## src/tsiu_defines.vh

```
// constants of the transmit status and interrupt unit
`ifndef TSIU_DEFINES_VH
`define TSIU_DEFINES_VH

// ****************************************
// register addresses
// ****************************************
`define TSIU_ADDR_W        9
`define TSIU_A_SYNC_CTRL   9'h18E
`define TSIU_A_STAT_A      9'h190
`define TSIU_A_STAT_HDLC   9'h191
`define TSIU_A_STAT_SYNC   9'h192
`define TSIU_A_SUMMARY     9'h19F
`define TSIU_A_MASK_A      9'h1A0
`define TSIU_A_MASK_HDLC   9'h1A1
`define TSIU_A_MASK_SYNC   9'h1A2

// ****************************************
// field positions
// ****************************************
`define TSIU_B_RESYNC      0
`define TSIU_B_AUTO_DIS    1
`define TSIU_B_SYNC_EN     2
`define TSIU_B_CRC4        3
`define TSIU_B_CLK_LOSS    0
`define TSIU_B_CLK_REST    1
`define TSIU_B_MF          2
`define TSIU_B_DENS_ALIGN  3
`define TSIU_B_SUBMF       4
`define TSIU_B_SLIP        5
`define TSIU_B_EMPTY       6
`define TSIU_B_FULL        7
`define TSIU_B_NOT_FULL    0
`define TSIU_B_LOW_WATER   1
`define TSIU_B_MSG_DONE    2
`define TSIU_B_UNDERRUN    3
`define TSIU_B_LINK_EMPTY  4
`define TSIU_B_FRAME_LOSS  0
`define TSIU_B_SEARCH_RT   1

// ****************************************
// reset values and field masks
// ****************************************
`define TSIU_RST_8         8'h00
`define TSIU_CTRL_MASK     8'h0F
`define TSIU_HDLC_MASK     8'h1F
`define TSIU_SYNC_MASK     8'h01

// ****************************************
// timing
// ****************************************
`define TSIU_LOSS_PERIODS  3
`define TSIU_CNT_W         8

`endif

```

## src/tsiu_tx_status_interrupt_unit.v

```verilog
// transmit status, mask and interrupt registers with synchronizer control
//
// Operation
// - synchronizer runs only while enable bit is one
// - auto resync unless disable bit is set
// - resync pulse on rising edge of trigger
// - first status register bits latch until cleared
// - latch store full on overflow drop
// - latch store empty on underflow replay
// - latch slip on repeat or drop
// - T1: latch subframe multiframe event when enabled
// - T1: bit 3 latches density violation
// - E1: bit 3 latches align frame event
// - latch multiframe event at each boundary
// - clock loss latched; loss pin follows condition
// - latch clock restored when edges return
// - unmasked clock loss drives irq pin low
// - T1: latch link register empty event
// - latch underrun; request abort automatically
// - latch message done event
// - latch low water on rising condition edge
// - latch not full on rising condition edge
// - sync register: real-time search, latched loss
// - summary bits show pending register interrupts
// - mask bit one enables, zero masks
`timescale 1ns/1ps
`include "tsiu_defines.vh"

module tsiu_tx_status_interrupt_unit #(
   parameter LOSS_PERIODS = `TSIU_LOSS_PERIODS,
   parameter SYS_PER_LINE = 8
) (
   // clock and reset
   input  wire                     clock,
   input  wire                     rstn,
   // register port
   input  wire [`TSIU_ADDR_W-1:0]  reg_addr,
   input  wire                     reg_wr,
   input  wire                     reg_rd,
   input  wire [7:0]               reg_wdata,
   output reg  [7:0]               reg_rdata,
   // mode
   input  wire                     t1_mode,
   input  wire                     subframe_mf_enable,
   // event inputs, one-cycle pulses
   input  wire                     store_drop,
   input  wire                     store_repeat,
   input  wire                     subframe_mf_tick,
   input  wire                     density_violation,
   input  wire                     align_frame_tick,
   input  wire                     multiframe_tick,
   input  wire                     link_reg_shifted,
   input  wire                     fifo_empty_no_end,
   input  wire                     message_sent,
   // levels
   input  wire                     below_low_water,
   input  wire                     fifo_has_space,
   input  wire                     frame_search_active,
   input  wire                     loss_pin_enable,
   // line clock, sampled as a pin
   input  wire                     tx_line_clock,
   // synchronizer control
   output reg                      sync_run_enable,
   output reg                      auto_realign_enable,
   output reg                      crc4_search,
   output reg                      resync_start,
   output reg                      abort_send,
   // pins
   output reg                      clock_loss_pin,
   output reg                      irq_n_pin
);

   // ****************************************
   // input synchronisers
   // ****************************************
   reg [1:0] clk_sync_r;
   reg       clk_prev_r;
   always @(posedge clock or negedge rstn) begin
      if (!rstn) begin
         clk_sync_r <= 2'h0;
         clk_prev_r <= 1'b0;
      end else begin
         clk_sync_r <= {clk_sync_r[0], tx_line_clock};
         clk_prev_r <= clk_sync_r[1];
      end
   end
   wire line_edge = clk_sync_r[1] ^ clk_prev_r;

   // ****************************************
   // line clock monitor
   // ****************************************
   localparam integer           LOSS_PROD  = LOSS_PERIODS * SYS_PER_LINE;
   localparam [`TSIU_CNT_W-1:0] LOSS_LIMIT = LOSS_PROD[`TSIU_CNT_W-1:0];
   reg [`TSIU_CNT_W-1:0] idle_cnt_r;
   reg                   loss_r;
   always @(posedge clock or negedge rstn) begin
      if (!rstn) begin
         idle_cnt_r <= {`TSIU_CNT_W{1'b0}};
         loss_r     <= 1'b0;
      end else if (line_edge) begin
         idle_cnt_r <= {`TSIU_CNT_W{1'b0}};
         loss_r     <= 1'b0;
      end else if (idle_cnt_r >= LOSS_LIMIT) begin
         loss_r     <= 1'b1;
      end else begin
         idle_cnt_r <= idle_cnt_r + {{(`TSIU_CNT_W-1){1'b0}}, 1'b1};
      end
   end
   wire loss_set    = (idle_cnt_r >= LOSS_LIMIT) & ~loss_r & ~line_edge;
   wire restore_set = loss_r & line_edge;

   // ****************************************
   // edge detectors on fifo levels and frame search
   // ****************************************
   reg low_prev_r;
   reg space_prev_r;
   reg search_prev_r;
   always @(posedge clock or negedge rstn) begin
      if (!rstn) begin
         low_prev_r    <= 1'b0;
         space_prev_r  <= 1'b0;
         search_prev_r <= 1'b0;
      end else begin
         low_prev_r    <= below_low_water;
         space_prev_r  <= fifo_has_space;
         search_prev_r <= frame_search_active;
      end
   end

   // ****************************************
   // event vectors
   // ****************************************
   reg [7:0] ev_a;
   reg [7:0] ev_h;
   reg [7:0] ev_s;
   always @* begin
      ev_a = `TSIU_RST_8;
      ev_a[`TSIU_B_FULL]       = store_drop;
      ev_a[`TSIU_B_EMPTY]      = store_repeat;
      ev_a[`TSIU_B_SLIP]       = store_drop | store_repeat;
      ev_a[`TSIU_B_SUBMF]      = t1_mode & subframe_mf_enable & subframe_mf_tick;
      ev_a[`TSIU_B_DENS_ALIGN] = t1_mode ? density_violation
                                         : align_frame_tick;
      ev_a[`TSIU_B_MF]         = multiframe_tick;
      ev_a[`TSIU_B_CLK_REST]   = restore_set;
      ev_a[`TSIU_B_CLK_LOSS]   = loss_set;
      ev_h = `TSIU_RST_8;
      ev_h[`TSIU_B_LINK_EMPTY] = t1_mode & link_reg_shifted;
      ev_h[`TSIU_B_UNDERRUN]   = fifo_empty_no_end;
      ev_h[`TSIU_B_MSG_DONE]   = message_sent;
      ev_h[`TSIU_B_LOW_WATER]  = below_low_water & ~low_prev_r;
      ev_h[`TSIU_B_NOT_FULL]   = fifo_has_space & ~space_prev_r;
      ev_s = `TSIU_RST_8;
      ev_s[`TSIU_B_FRAME_LOSS] = frame_search_active & ~search_prev_r;
   end

   // ****************************************
   // register writes
   // ****************************************
   wire wr_ctrl = reg_wr & (reg_addr == `TSIU_A_SYNC_CTRL);
   wire wr_sa   = reg_wr & (reg_addr == `TSIU_A_STAT_A);
   wire wr_sh   = reg_wr & (reg_addr == `TSIU_A_STAT_HDLC);
   wire wr_ss   = reg_wr & (reg_addr == `TSIU_A_STAT_SYNC);

   reg [7:0] ctrl_r;
   reg [7:0] stat_a_r;
   reg [7:0] stat_h_r;
   reg [7:0] stat_s_r;
   reg [7:0] mask_a_r;
   reg [7:0] mask_h_r;
   reg [7:0] mask_s_r;
   reg       resync_prev_r;

   // set wins over the write-one clear
   wire [7:0] stat_a_nxt = (stat_a_r & ~({8{wr_sa}} & reg_wdata)) | ev_a;
   wire [7:0] stat_h_nxt = ((stat_h_r & ~({8{wr_sh}} & reg_wdata)) | ev_h)
                           & `TSIU_HDLC_MASK;
   wire [7:0] stat_s_nxt = ((stat_s_r & ~({8{wr_ss}} & reg_wdata)) | ev_s)
                           & `TSIU_SYNC_MASK;

   always @(posedge clock or negedge rstn) begin
      if (!rstn) begin
         ctrl_r        <= `TSIU_RST_8;
         stat_a_r      <= `TSIU_RST_8;
         stat_h_r      <= `TSIU_RST_8;
         stat_s_r      <= `TSIU_RST_8;
         mask_a_r      <= `TSIU_RST_8;
         mask_h_r      <= `TSIU_RST_8;
         mask_s_r      <= `TSIU_RST_8;
         resync_prev_r <= 1'b0;
      end else begin
         if (wr_ctrl)
            ctrl_r <= reg_wdata & `TSIU_CTRL_MASK;
         if (reg_wr && reg_addr == `TSIU_A_MASK_A)
            mask_a_r <= reg_wdata;
         if (reg_wr && reg_addr == `TSIU_A_MASK_HDLC)
            mask_h_r <= reg_wdata & `TSIU_HDLC_MASK;
         if (reg_wr && reg_addr == `TSIU_A_MASK_SYNC)
            mask_s_r <= reg_wdata & `TSIU_SYNC_MASK;
         stat_a_r      <= stat_a_nxt;
         stat_h_r      <= stat_h_nxt;
         stat_s_r      <= stat_s_nxt;
         resync_prev_r <= ctrl_r[`TSIU_B_RESYNC];
      end
   end

   // ****************************************
   // interrupt summary
   // ****************************************
   wire pend_a = |(stat_a_r & mask_a_r);
   wire pend_h = |(stat_h_r & mask_h_r);
   wire pend_s = |(stat_s_r & mask_s_r);
   wire [7:0] summary = {5'h00, pend_s, pend_h, pend_a};

   // ****************************************
   // outputs
   // ****************************************
   always @(posedge clock or negedge rstn) begin
      if (!rstn) begin
         sync_run_enable     <= 1'b0;
         auto_realign_enable <= 1'b1;
         crc4_search         <= 1'b0;
         resync_start        <= 1'b0;
         abort_send          <= 1'b0;
         clock_loss_pin      <= 1'b0;
         irq_n_pin           <= 1'b1;
         reg_rdata           <= `TSIU_RST_8;
      end else begin
         sync_run_enable     <= ctrl_r[`TSIU_B_SYNC_EN];
         auto_realign_enable <= ~ctrl_r[`TSIU_B_AUTO_DIS];
         crc4_search         <= ctrl_r[`TSIU_B_CRC4];
         resync_start        <= ctrl_r[`TSIU_B_RESYNC] & ~resync_prev_r;
         abort_send          <= fifo_empty_no_end;
         clock_loss_pin      <= loss_pin_enable & loss_r;
         irq_n_pin           <= ~(pend_a | pend_h | pend_s);
         if (reg_rd) begin
            case (reg_addr)
               `TSIU_A_SYNC_CTRL: reg_rdata <= ctrl_r;
               `TSIU_A_STAT_A:    reg_rdata <= stat_a_r;
               `TSIU_A_STAT_HDLC: reg_rdata <= stat_h_r;
               `TSIU_A_STAT_SYNC: reg_rdata <= stat_s_r |
                                               {6'h00, frame_search_active, 1'b0};
               `TSIU_A_SUMMARY:   reg_rdata <= summary;
               `TSIU_A_MASK_A:    reg_rdata <= mask_a_r;
               `TSIU_A_MASK_HDLC: reg_rdata <= mask_h_r;
               `TSIU_A_MASK_SYNC: reg_rdata <= mask_s_r;
               default:           reg_rdata <= `TSIU_RST_8;
            endcase
         end
      end
   end

endmodule // tsiu_tx_status_interrupt_unit

```

## config.mk

```make
export PLATFORM = sky130hd
export DESIGN_NAME = tsiu_tx_status_interrupt_unit
export DESIGN_NICKNAME = d
export VERILOG_FILES = /design/src/tsiu_tx_status_interrupt_unit.v
export VERILOG_INCLUDE_DIRS = /design/src
export SDC_FILE = /design/constraint.sdc
export NUM_CORES = 1
export LEC_CHECK = 0
export BUFFER_PORTS_ARGS = -buffer_cell sky130_fd_sc_hd__buf_4
export CAP_MARGIN = 20
export CORE_MARGIN = 2
export CORE_UTILIZATION = 40
export CTS_CLUSTER_DIAMETER = 50
export CTS_CLUSTER_SIZE = 25
export DETAILED_ROUTE_END_ITERATION = 7
export PLACE_DENSITY = 0.71
export SYNTH_ARGS = -nofsm -noshare
export SYNTH_HDL_FRONTEND = slang
export SYNTH_SLANG_ARGS = --single-unit
```

## constraint.sdc

```tcl
create_clock -name clock -period 2.63 [get_ports clock]
set_input_delay 0.1315 -clock clock [delete_from_list [all_inputs] [get_ports clock]]
set_output_delay 0.1315 -clock clock [all_outputs]
set_load 0.005 [all_outputs]
```

==> results of run 1 <==
-- power groups by stage --
stage | clock network, mW | registers, mW | logic (mW)
6_report | 0.843 | 1.02 | 0.181
5_1_grt | 0.921 | 1.02 | 0.201
4_1_cts | 0.866 | 1.02 | 0.183
3_5_place_dp | 0 | 1.04 | 0.170
3_3_place_gp | 0 | 1.03 | 0.166
2_1_floorplan | 0 | 1.03 | 0.0696
-- repair_timing --
action                    in CTS  in global routing
hold endpoints to repair      73                  0
hold buffers                  11                  0
gates resized for setup        0                  0
-- area by class of cell --
class                      instances  area share, %
clock inverter                     2          1.070
sequential                        63          43.58
inverter                          17          1.761
multi-input combinational        154          32.18
clock buffer                      14          4.489
timing repair buffer              62          13.60
tap                               96          3.315
-- routing by layer --
metal / share of wire, % / vias to the layer above / global-route usage, % / wire [um]
met5: 0 / - / 0 / 0
met4: 2.6 / 0 / 10.47 / 161
met3: 5.2 / 17 / 4.011 / 328
met2: 45 / 65 / 26.18 / 2854
met1: 47 / 1043 / 24.62 / 2960
li1: - / 1009 / - / -
-- kinds of logic after synthesis --
| group | after synthesis |
|---|---|
| AO/OA/AOI/OAI | 55 |
| XOR/XNOR | 4 |
| adder cells (fa/ha/maj) | 2 |
| buffers and inverters | 23 |
| flip-flops | 63 |
| multiplexers | 26 |
| AND/OR/NAND/NOR | 67 |
-- synth_stat cells (2+ instances only) --
cell       instances  area [um2]
nor2b_1            6       37.54
a22o_1             5       43.79
nor3b_1            2       15.01
nand4_1            4       25.02
nand2b_1           2       12.51
a22oi_1           10       75.07
and4b_1            2       20.02
dfstp_2            2       52.55
nand2_1           22       82.58
buf_2              5       25.02
xor2_1             3       26.28
mux2i_1            8       80.08
a21o_1             5       37.54
mux2_2            18       202.7
a21oi_1            9       45.04
dfrtp_1           61        1526
a31oi_1            2       12.51
nor2_1            13       48.80
inv_1             17       63.81
ha_1               2       25.02
nand3_1            2       10.01
o22ai_1           10       62.56
nand4bb_1          2       22.52
-- worst min path at each step --
| stage | start | endpoint | depth (start not counted) |
|---|---|---|---|
| 2_1_floorplan | rstn | abort_send$_DFF_PN0_ | 0 |
| 3_5_place_dp | tx_line_clock | clk_sync_r[0]$_DFF_PN0_ | 1 |
| 4_1_cts | density_violation | stat_a_r[3]$_DFF_PN0_ | 2 |
| 3_3_place_gp | tx_line_clock | clk_sync_r[0]$_DFF_PN0_ | 1 |
| 6_report | density_violation | stat_a_r[3]$_DFF_PN0_ | 2 |
| 5_1_grt | link_reg_shifted | stat_h_r[4]$_DFF_PN0_ | 2 |
-- cells in the final DEF (no fill, tap or decap), drive strengths merged, types with 3 or more instances in the layout --
master / n
a21o: 5
a21oi: 10
a22o: 5
a22oi: 10
and4bb: 3
buf: 51
clkbuf: 14
dfrtp: 61
dlygate4sd3: 11
inv: 17
mux2: 18
mux2i: 8
nand2: 23
nand4: 4
nor2: 13
nor2b: 6
nor3b: 3
o22ai: 10
xor2: 3
-- state kept, by name, indices dropped and copies added (netlist names), 2 cells and up --
register / count
stat_a_r: 8
clk_sync_r: 2
ctrl_r: 4
idle_cnt_r: 8
mask_a_r: 8
reg_rdata: 8
mask_h_r: 5
stat_h_r: 5
==> results.tsv, run 1 <==
metric	value	unit
setup slack, reg-to-reg	0.82	ns
Ports	52	
r2r worst-path depth	4	
Synth Flop Type	dfrtp_1	
CTS tree	yes	
clock sink count	63	
Reg2Reg Capture Point	idle_cnt_r[3]$_DFFE_PN0P_	
sequential fraction of the synthesis area	55.64	%
Syn Area/Cell	11.82	um2
Post-Synth XOR/XNOR Area	1.235	%
Syn Nets	279	
FMAX	551.3	MHz
register area	1579	um2
Critical Path AT	2.00	ns
DRC viols	0	
maxcap violations	0	
Placed Area	3312	um2
Worst-path clk slew	0.07	ns
Post-DRT Antenna Nets	0	
largest family of logic cells by synthesized area	compound AO/OA/AOI/OAI gates	
Worst Skew	0.009877	ns
multiplexer share of the synthesized area	9.965	%
vias per inst	5.230	
layout cells sized above 1	30.13	%
final hold violations	0	
post-layout util	53.04	%
CTS buffer count	9	
Final Max Slew Viols	0	
final setup fails	0	
gpl congestion	0.9020	
Starting Density	41.54	%
Lkg Pwr	1.611	nW
IO Port Bufs	51	
multi-input combinational cell area	1166	um2
pre-CTS WS	0.8268	ns
die area	7784	um2
Die Y	88.23	um
Worst path slowest cell	a2111oi_2	
Initial DRT Pass Iterations	4	
VDD IR max	0.0002887	V
deepest clock path buffer count	2	
Synth async-reset ratio	100.0	%
Critical path origin	idle_cnt_r[3]$_DFFE_PN0P_	
Filler cells	617	
min cycle time layout	1.814	ns
# nets final	346	
CORE AREA	6832	um2
Comb pwr share	8.9	%
placed insts	381	
dpl hpwl	4.437	mm
worst path bufs/invs	0	
vias in the first global route	2123	
worst-path cell chain	a2111oi_2 -> nand4_1 -> xor2_1 -> nor2_1	
Setup Fix Bufs, Post-CTS	0	
Compound-Gate Fraction of Synth Area	14.81	%
Clock Latency Late Sink	0.34	ns
n_diodes	0	
clk root buf	clkbuf_8	
setup TNS	0	ns
Tot Pwr	2.042	mW
Post-Route WL	6.304	mm
status	finished, final reports clean	
post-synth cell types	51	
area delta synth->final	27.69	%
cell-internal power	1.582	mW
Mapped Area	2838	um2
non-filler instance count after layout	408	
Setup Crit Path Kind	register to register	
routed vias	2134	
cell area after layout	3623	um2
Mapped Cells	240	
Critical Path Sink Type	register	
Yosys warning total	0	
sequential share of power	49.8	%
Sw Ratio	22.54	%
max incr delay on CP	0.82	ns
antenna violations before repair	0	
critical path depth	4	
crit-path max FO	8	
largest net degree at the start of global routing	64	
Post-synth EDFFs	0	
Worst-Margin Slew	0.8488	ns
Worst Path Required	2.81	ns
gr ovfl total	0	
post-synthesis adder-cell area fraction	0.8818	%
Rel. slew slack	43.30	%
RSZ-0062 raised after global routing	no	
final worst slack	0.8161	ns
Cell Pwr Density	563.5	nW/um2
#FFs+latches synth	63	
Die X	88.23	um
wire length of the first global-routing pass	10.47	mm
wire per inst	15.45	um
Hold WC Path Type	input pin to register	
Simple-Gate Fraction of Synth Area	14.20	%
Final period util	68.97	%
Worst R2R Start	idle_cnt_r[3]$_DFFE_PN0P_	
family with the most delay on the worst path	compound AO/OA/AOI/OAI gates	
Global Route Usage Sum	17.92	%
clock power share	41.3	%
H-tree levels	3	
Setup crit end	idle_cnt_r[3]$_DFFE_PN0P_	
hold_ws	0.03675	ns
Core Rows	30	
startpoint type of the worst setup path	register	
Switching Power	0.4602	mW
initial drt markers	116	
Note: power is estimated with default switching activity, not from simulation.
==> run 2, diff against run 1 <==
Settings changed: ABC_AREA set to 1, PLACE_DENSITY 0.71 to 0.7.
Clock period 2.63 ns to 1.83 ns, I/O delays scaled along.
==> run 2 against run 1 <==
  * Sequential cell count is the same
  * Global-route usage shrank 0.19 points
  * Clock skew shrank 0.00065 ns
  * Final area grew 7.7%
  * Sequential power grew 43%
  * Synthesized area grew 3.9%
  * Via count grew 19%
  * Largest power group unchanged
  * Wire length grew 5.9%
  * Worst setup slack lost 0.54 ns
  * Critical endpoint is now stat_a_r[3]$_DFF_PN0_
  * Combinational power grew 51%
==> results.tsv, run 2 <==
metric	value	unit	change
Die Y	89.87	um	+1.9%
max incr delay on CP	0.56	ns	-0.26 ns
Synth async-reset ratio	100.0	%	unchanged
startpoint type of the worst setup path	input pin		
Post-Route WL	6.674	mm	+5.9%
Mapped Area	2949	um2	+3.9%
Rel. slew slack	47.71	%	+4.4 points
sequential fraction of the synthesis area	53.54	%	-2.1 points
family with the most delay on the worst path	buffers and inverters		
Syn Area/Cell	8.147	um2	-31%
Critical Path AT	1.77	ns	-0.23 ns
Worst path slowest cell	dlygate4sd3_1		
vias per inst	4.651		-11%
worst-path cell chain	buf_4 -> nor2_4 -> nand2_2 -> nor2_8 -> nand2_2 -> clkinv_2 -> nand2_2 -> o21ai_0 -> nand3_1 -> dlygate4sd3_1		
setup TNS	0	ns	unchanged
largest net degree at the start of global routing	64		unchanged
gpl congestion	0.8689		-3.7%
Mapped Cells	362		+51%
die area	8076	um2	+3.8%
Lkg Pwr	2.014	nW	+25%
Setup Crit Path Kind	input pin to register		
Setup Fix Bufs, Post-CTS	0		unchanged
Placed Area	3440	um2	+3.9%
Post-DRT Antenna Nets	0		unchanged
maxcap violations	0		unchanged
Worst Skew	0.009225	ns	-0.0006518 ns
Critical Path Most Common Cell	nand2_2		
IO Port Bufs	51		unchanged
layout cells sized above 1	19.38	%	-11 points
commonest non-fill, non-tap cell in the layout	nand2_1		
CORE AREA	7214	um2	+5.6%
wire length of the first global-routing pass	11.50	mm	+9.7%
final setup fails	0		unchanged
H-tree levels	3		unchanged
Die X	89.87	um	+1.9%
CTS tree	yes		
dpl hpwl	4.934	mm	+11%
r2r worst-path depth	3		-1
pre-CTS WS	0.4550	ns	-0.3718 ns
# nets final	483		+40%
synth top area cells	dfrtp_1 52%, nand2_1 15%, nand3_1 5.6%		
Ports	52		unchanged
Worst-path clk slew	0.08	ns	about the same
Post-synth EDFFs	0		unchanged
Critical Path Sink Type	register		
#FFs+latches synth	63		unchanged
most frequent cells in the layout	117 x nand2_1, 61 x dfrtp_1, 54 x buf_4		
status	finished, final reports clean		
routed vias	2549		+19%
placed insts	510		+34%
final hold violations	0		unchanged
hold_ws	0.02748	ns	-0.009268 ns
FMAX	643.1	MHz	
Post-synth top cells	117 x nand2_1, 61 x dfrtp_1, 43 x inv_1, 33 x nand3_1, 32 x o21ai_0		
Starting Density	40.88	%	-0.66 points
CTS-repair resized insts	0		unchanged
Global Route Usage Sum	17.73	%	-0.19 points
area delta synth->final	32.33	%	
Core Rows	31		+3.3%
clk root buf	clkbuf_8		
Clock Latency Late Sink	0.34	ns	about the same
post-synth top area share	51.76	%	-2.0 points
clock sink count	63		unchanged
cell area after layout	3902	um2	+7.7%
Syn Nets	401		+44%
final worst slack	0.2752	ns	-0.5410 ns
Hold WC Path Type	input pin to register		
crit-path max FO	9		+1
Initial DRT Pass Iterations	4		unchanged
Synth Flop Type	dfrtp_1		
n_diodes	0		unchanged
DRC viols	0		unchanged
antenna violations before repair	0		unchanged
worst path bufs/invs	3		+3
hold_buf cts	22		+11
Worst-Margin Slew	0.7844	ns	-0.06444 ns
deepest clock path buffer count	2		unchanged
Final Max Slew Viols	0		unchanged
wire per inst	12.18	um	-21%
VDD IR max	0.0003444	V	+19%
Yosys warning total	0		unchanged
RSZ-0062 raised after global routing	no		
non-filler instance count after layout	548		+34%
Cell Pwr Density	818.2	nW/um2	+45%
Filler cells	719		+17%
leading area contributor after synthesis	dfrtp_1		
critical path depth	10		+6
gr ovfl total	0		unchanged
post-synth cell types	27		-47%
vias in the first global route	2473		+16%
Final period util	84.96	%	
Worst Path Required	2.05	ns	-0.76 ns
CTS buffer count	9		unchanged
initial drt markers	125		+7.8%
min cycle time layout	1.555	ns	
count leader, synth	nand2_1		
Worst Hold Path Cells	3		+1
run 2: changes by cell type in the layout (fill, tap and decap cells not counted), moves of 10 or more:
| cell | before | now |
|---|---|---|
| a22oi_1 | 10 | 0 |
| dlygate4sd3_1 | 11 | 22 |
| inv_1 | 17 | 43 |
| mux2_2 | 18 | 0 |
| nand2_1 | 22 | 117 |
| nand3_1 | 2 | 33 |
| nor2_1 | 13 | 28 |
| o21ai_0 | 1 | 32 |
| o22ai_1 | 10 | 0 |
run 2: final timing paths:
check / from / end / slack [ns]
setup / recovery: reg_addr[3] / stat_a_r[3]$_DFF_PN0_ / 0.28
setup reg to reg: stat_a_r[3]$_DFF_PN0_ / stat_a_r[3]$_DFF_PN0_ / 0.55
max in group asynchronous: rstn / ctrl_r[0]$_DFFE_PN0P_ / 0.92
min in group asynchronous: rstn / low_prev_r$_DFF_PN0_ / 0.37
hold reg to reg: clk_sync_r[0]$_DFF_PN0_ / clk_sync_r[1]$_DFF_PN0_ / 0.35
hold / removal: reg_rd / reg_rdata[0]$_DFFE_PN0P_ / 0.03
run 2: tightest hold or removal path: cells and delay by family:
family	cells	cell delay [ns]
buffers and inverters	1	0.14
and+or+nand+nor	2	0.10
run 2: cells by family after synthesis:
| kind of cell | share of synthesized area [%] |
|---|---|
| buffers and inverters | 7.297 |
| adder cells (fa/ha/maj) | 0.8484 |
| AND/OR/NAND/NOR | 29.57 |
| XOR/XNOR | 0.5941 |
| AO/OA/AOI/OAI | 8.146 |
| flip-flops | 53.54 |
run 2: power breakdown:
part | switching, mW | total [mW] | internal [mW]
registers | 0.0259 | 1.46 | 1.43
clock network | 0.558 | 1.46 | 0.906
logic | 0.145 | 0.273 | 0.128
run 2: metrics by stage:
| stage | util, % | power, mW |
|---|---|---|
| 3_3_place_gp | 47.68 | 1.719 |
| 2_1_floorplan | - | 1.585 |
| 4_1_cts | 54.09 | 3.234 |
| 5_1_grt | 54.09 | 3.316 |
| 3_5_place_dp | 47.68 | 1.725 |
| 6_report | 54.09 | 3.193 |
run 2: final cells by class:
type	instances	area (um2)	area share, %
inverters	46	176.4	4.521
repair buffers	76	625.6	16.03
clock inverters	7	118.9	3.046
clock buffers	9	123.9	3.174
multi-input cells	248	1155	29.59
flip-flops and latches	63	1579	40.46
well taps	99	123.9	3.174
run 2: layer usage:
metal	share of wire [%]	track usage, %	up-vias
li1	-	-	1304
met1	47	24.05	1194
met2	49	28.54	49
met3	3.9	3.353	2
met4	0.21	6.538	0
met5	0	0	-
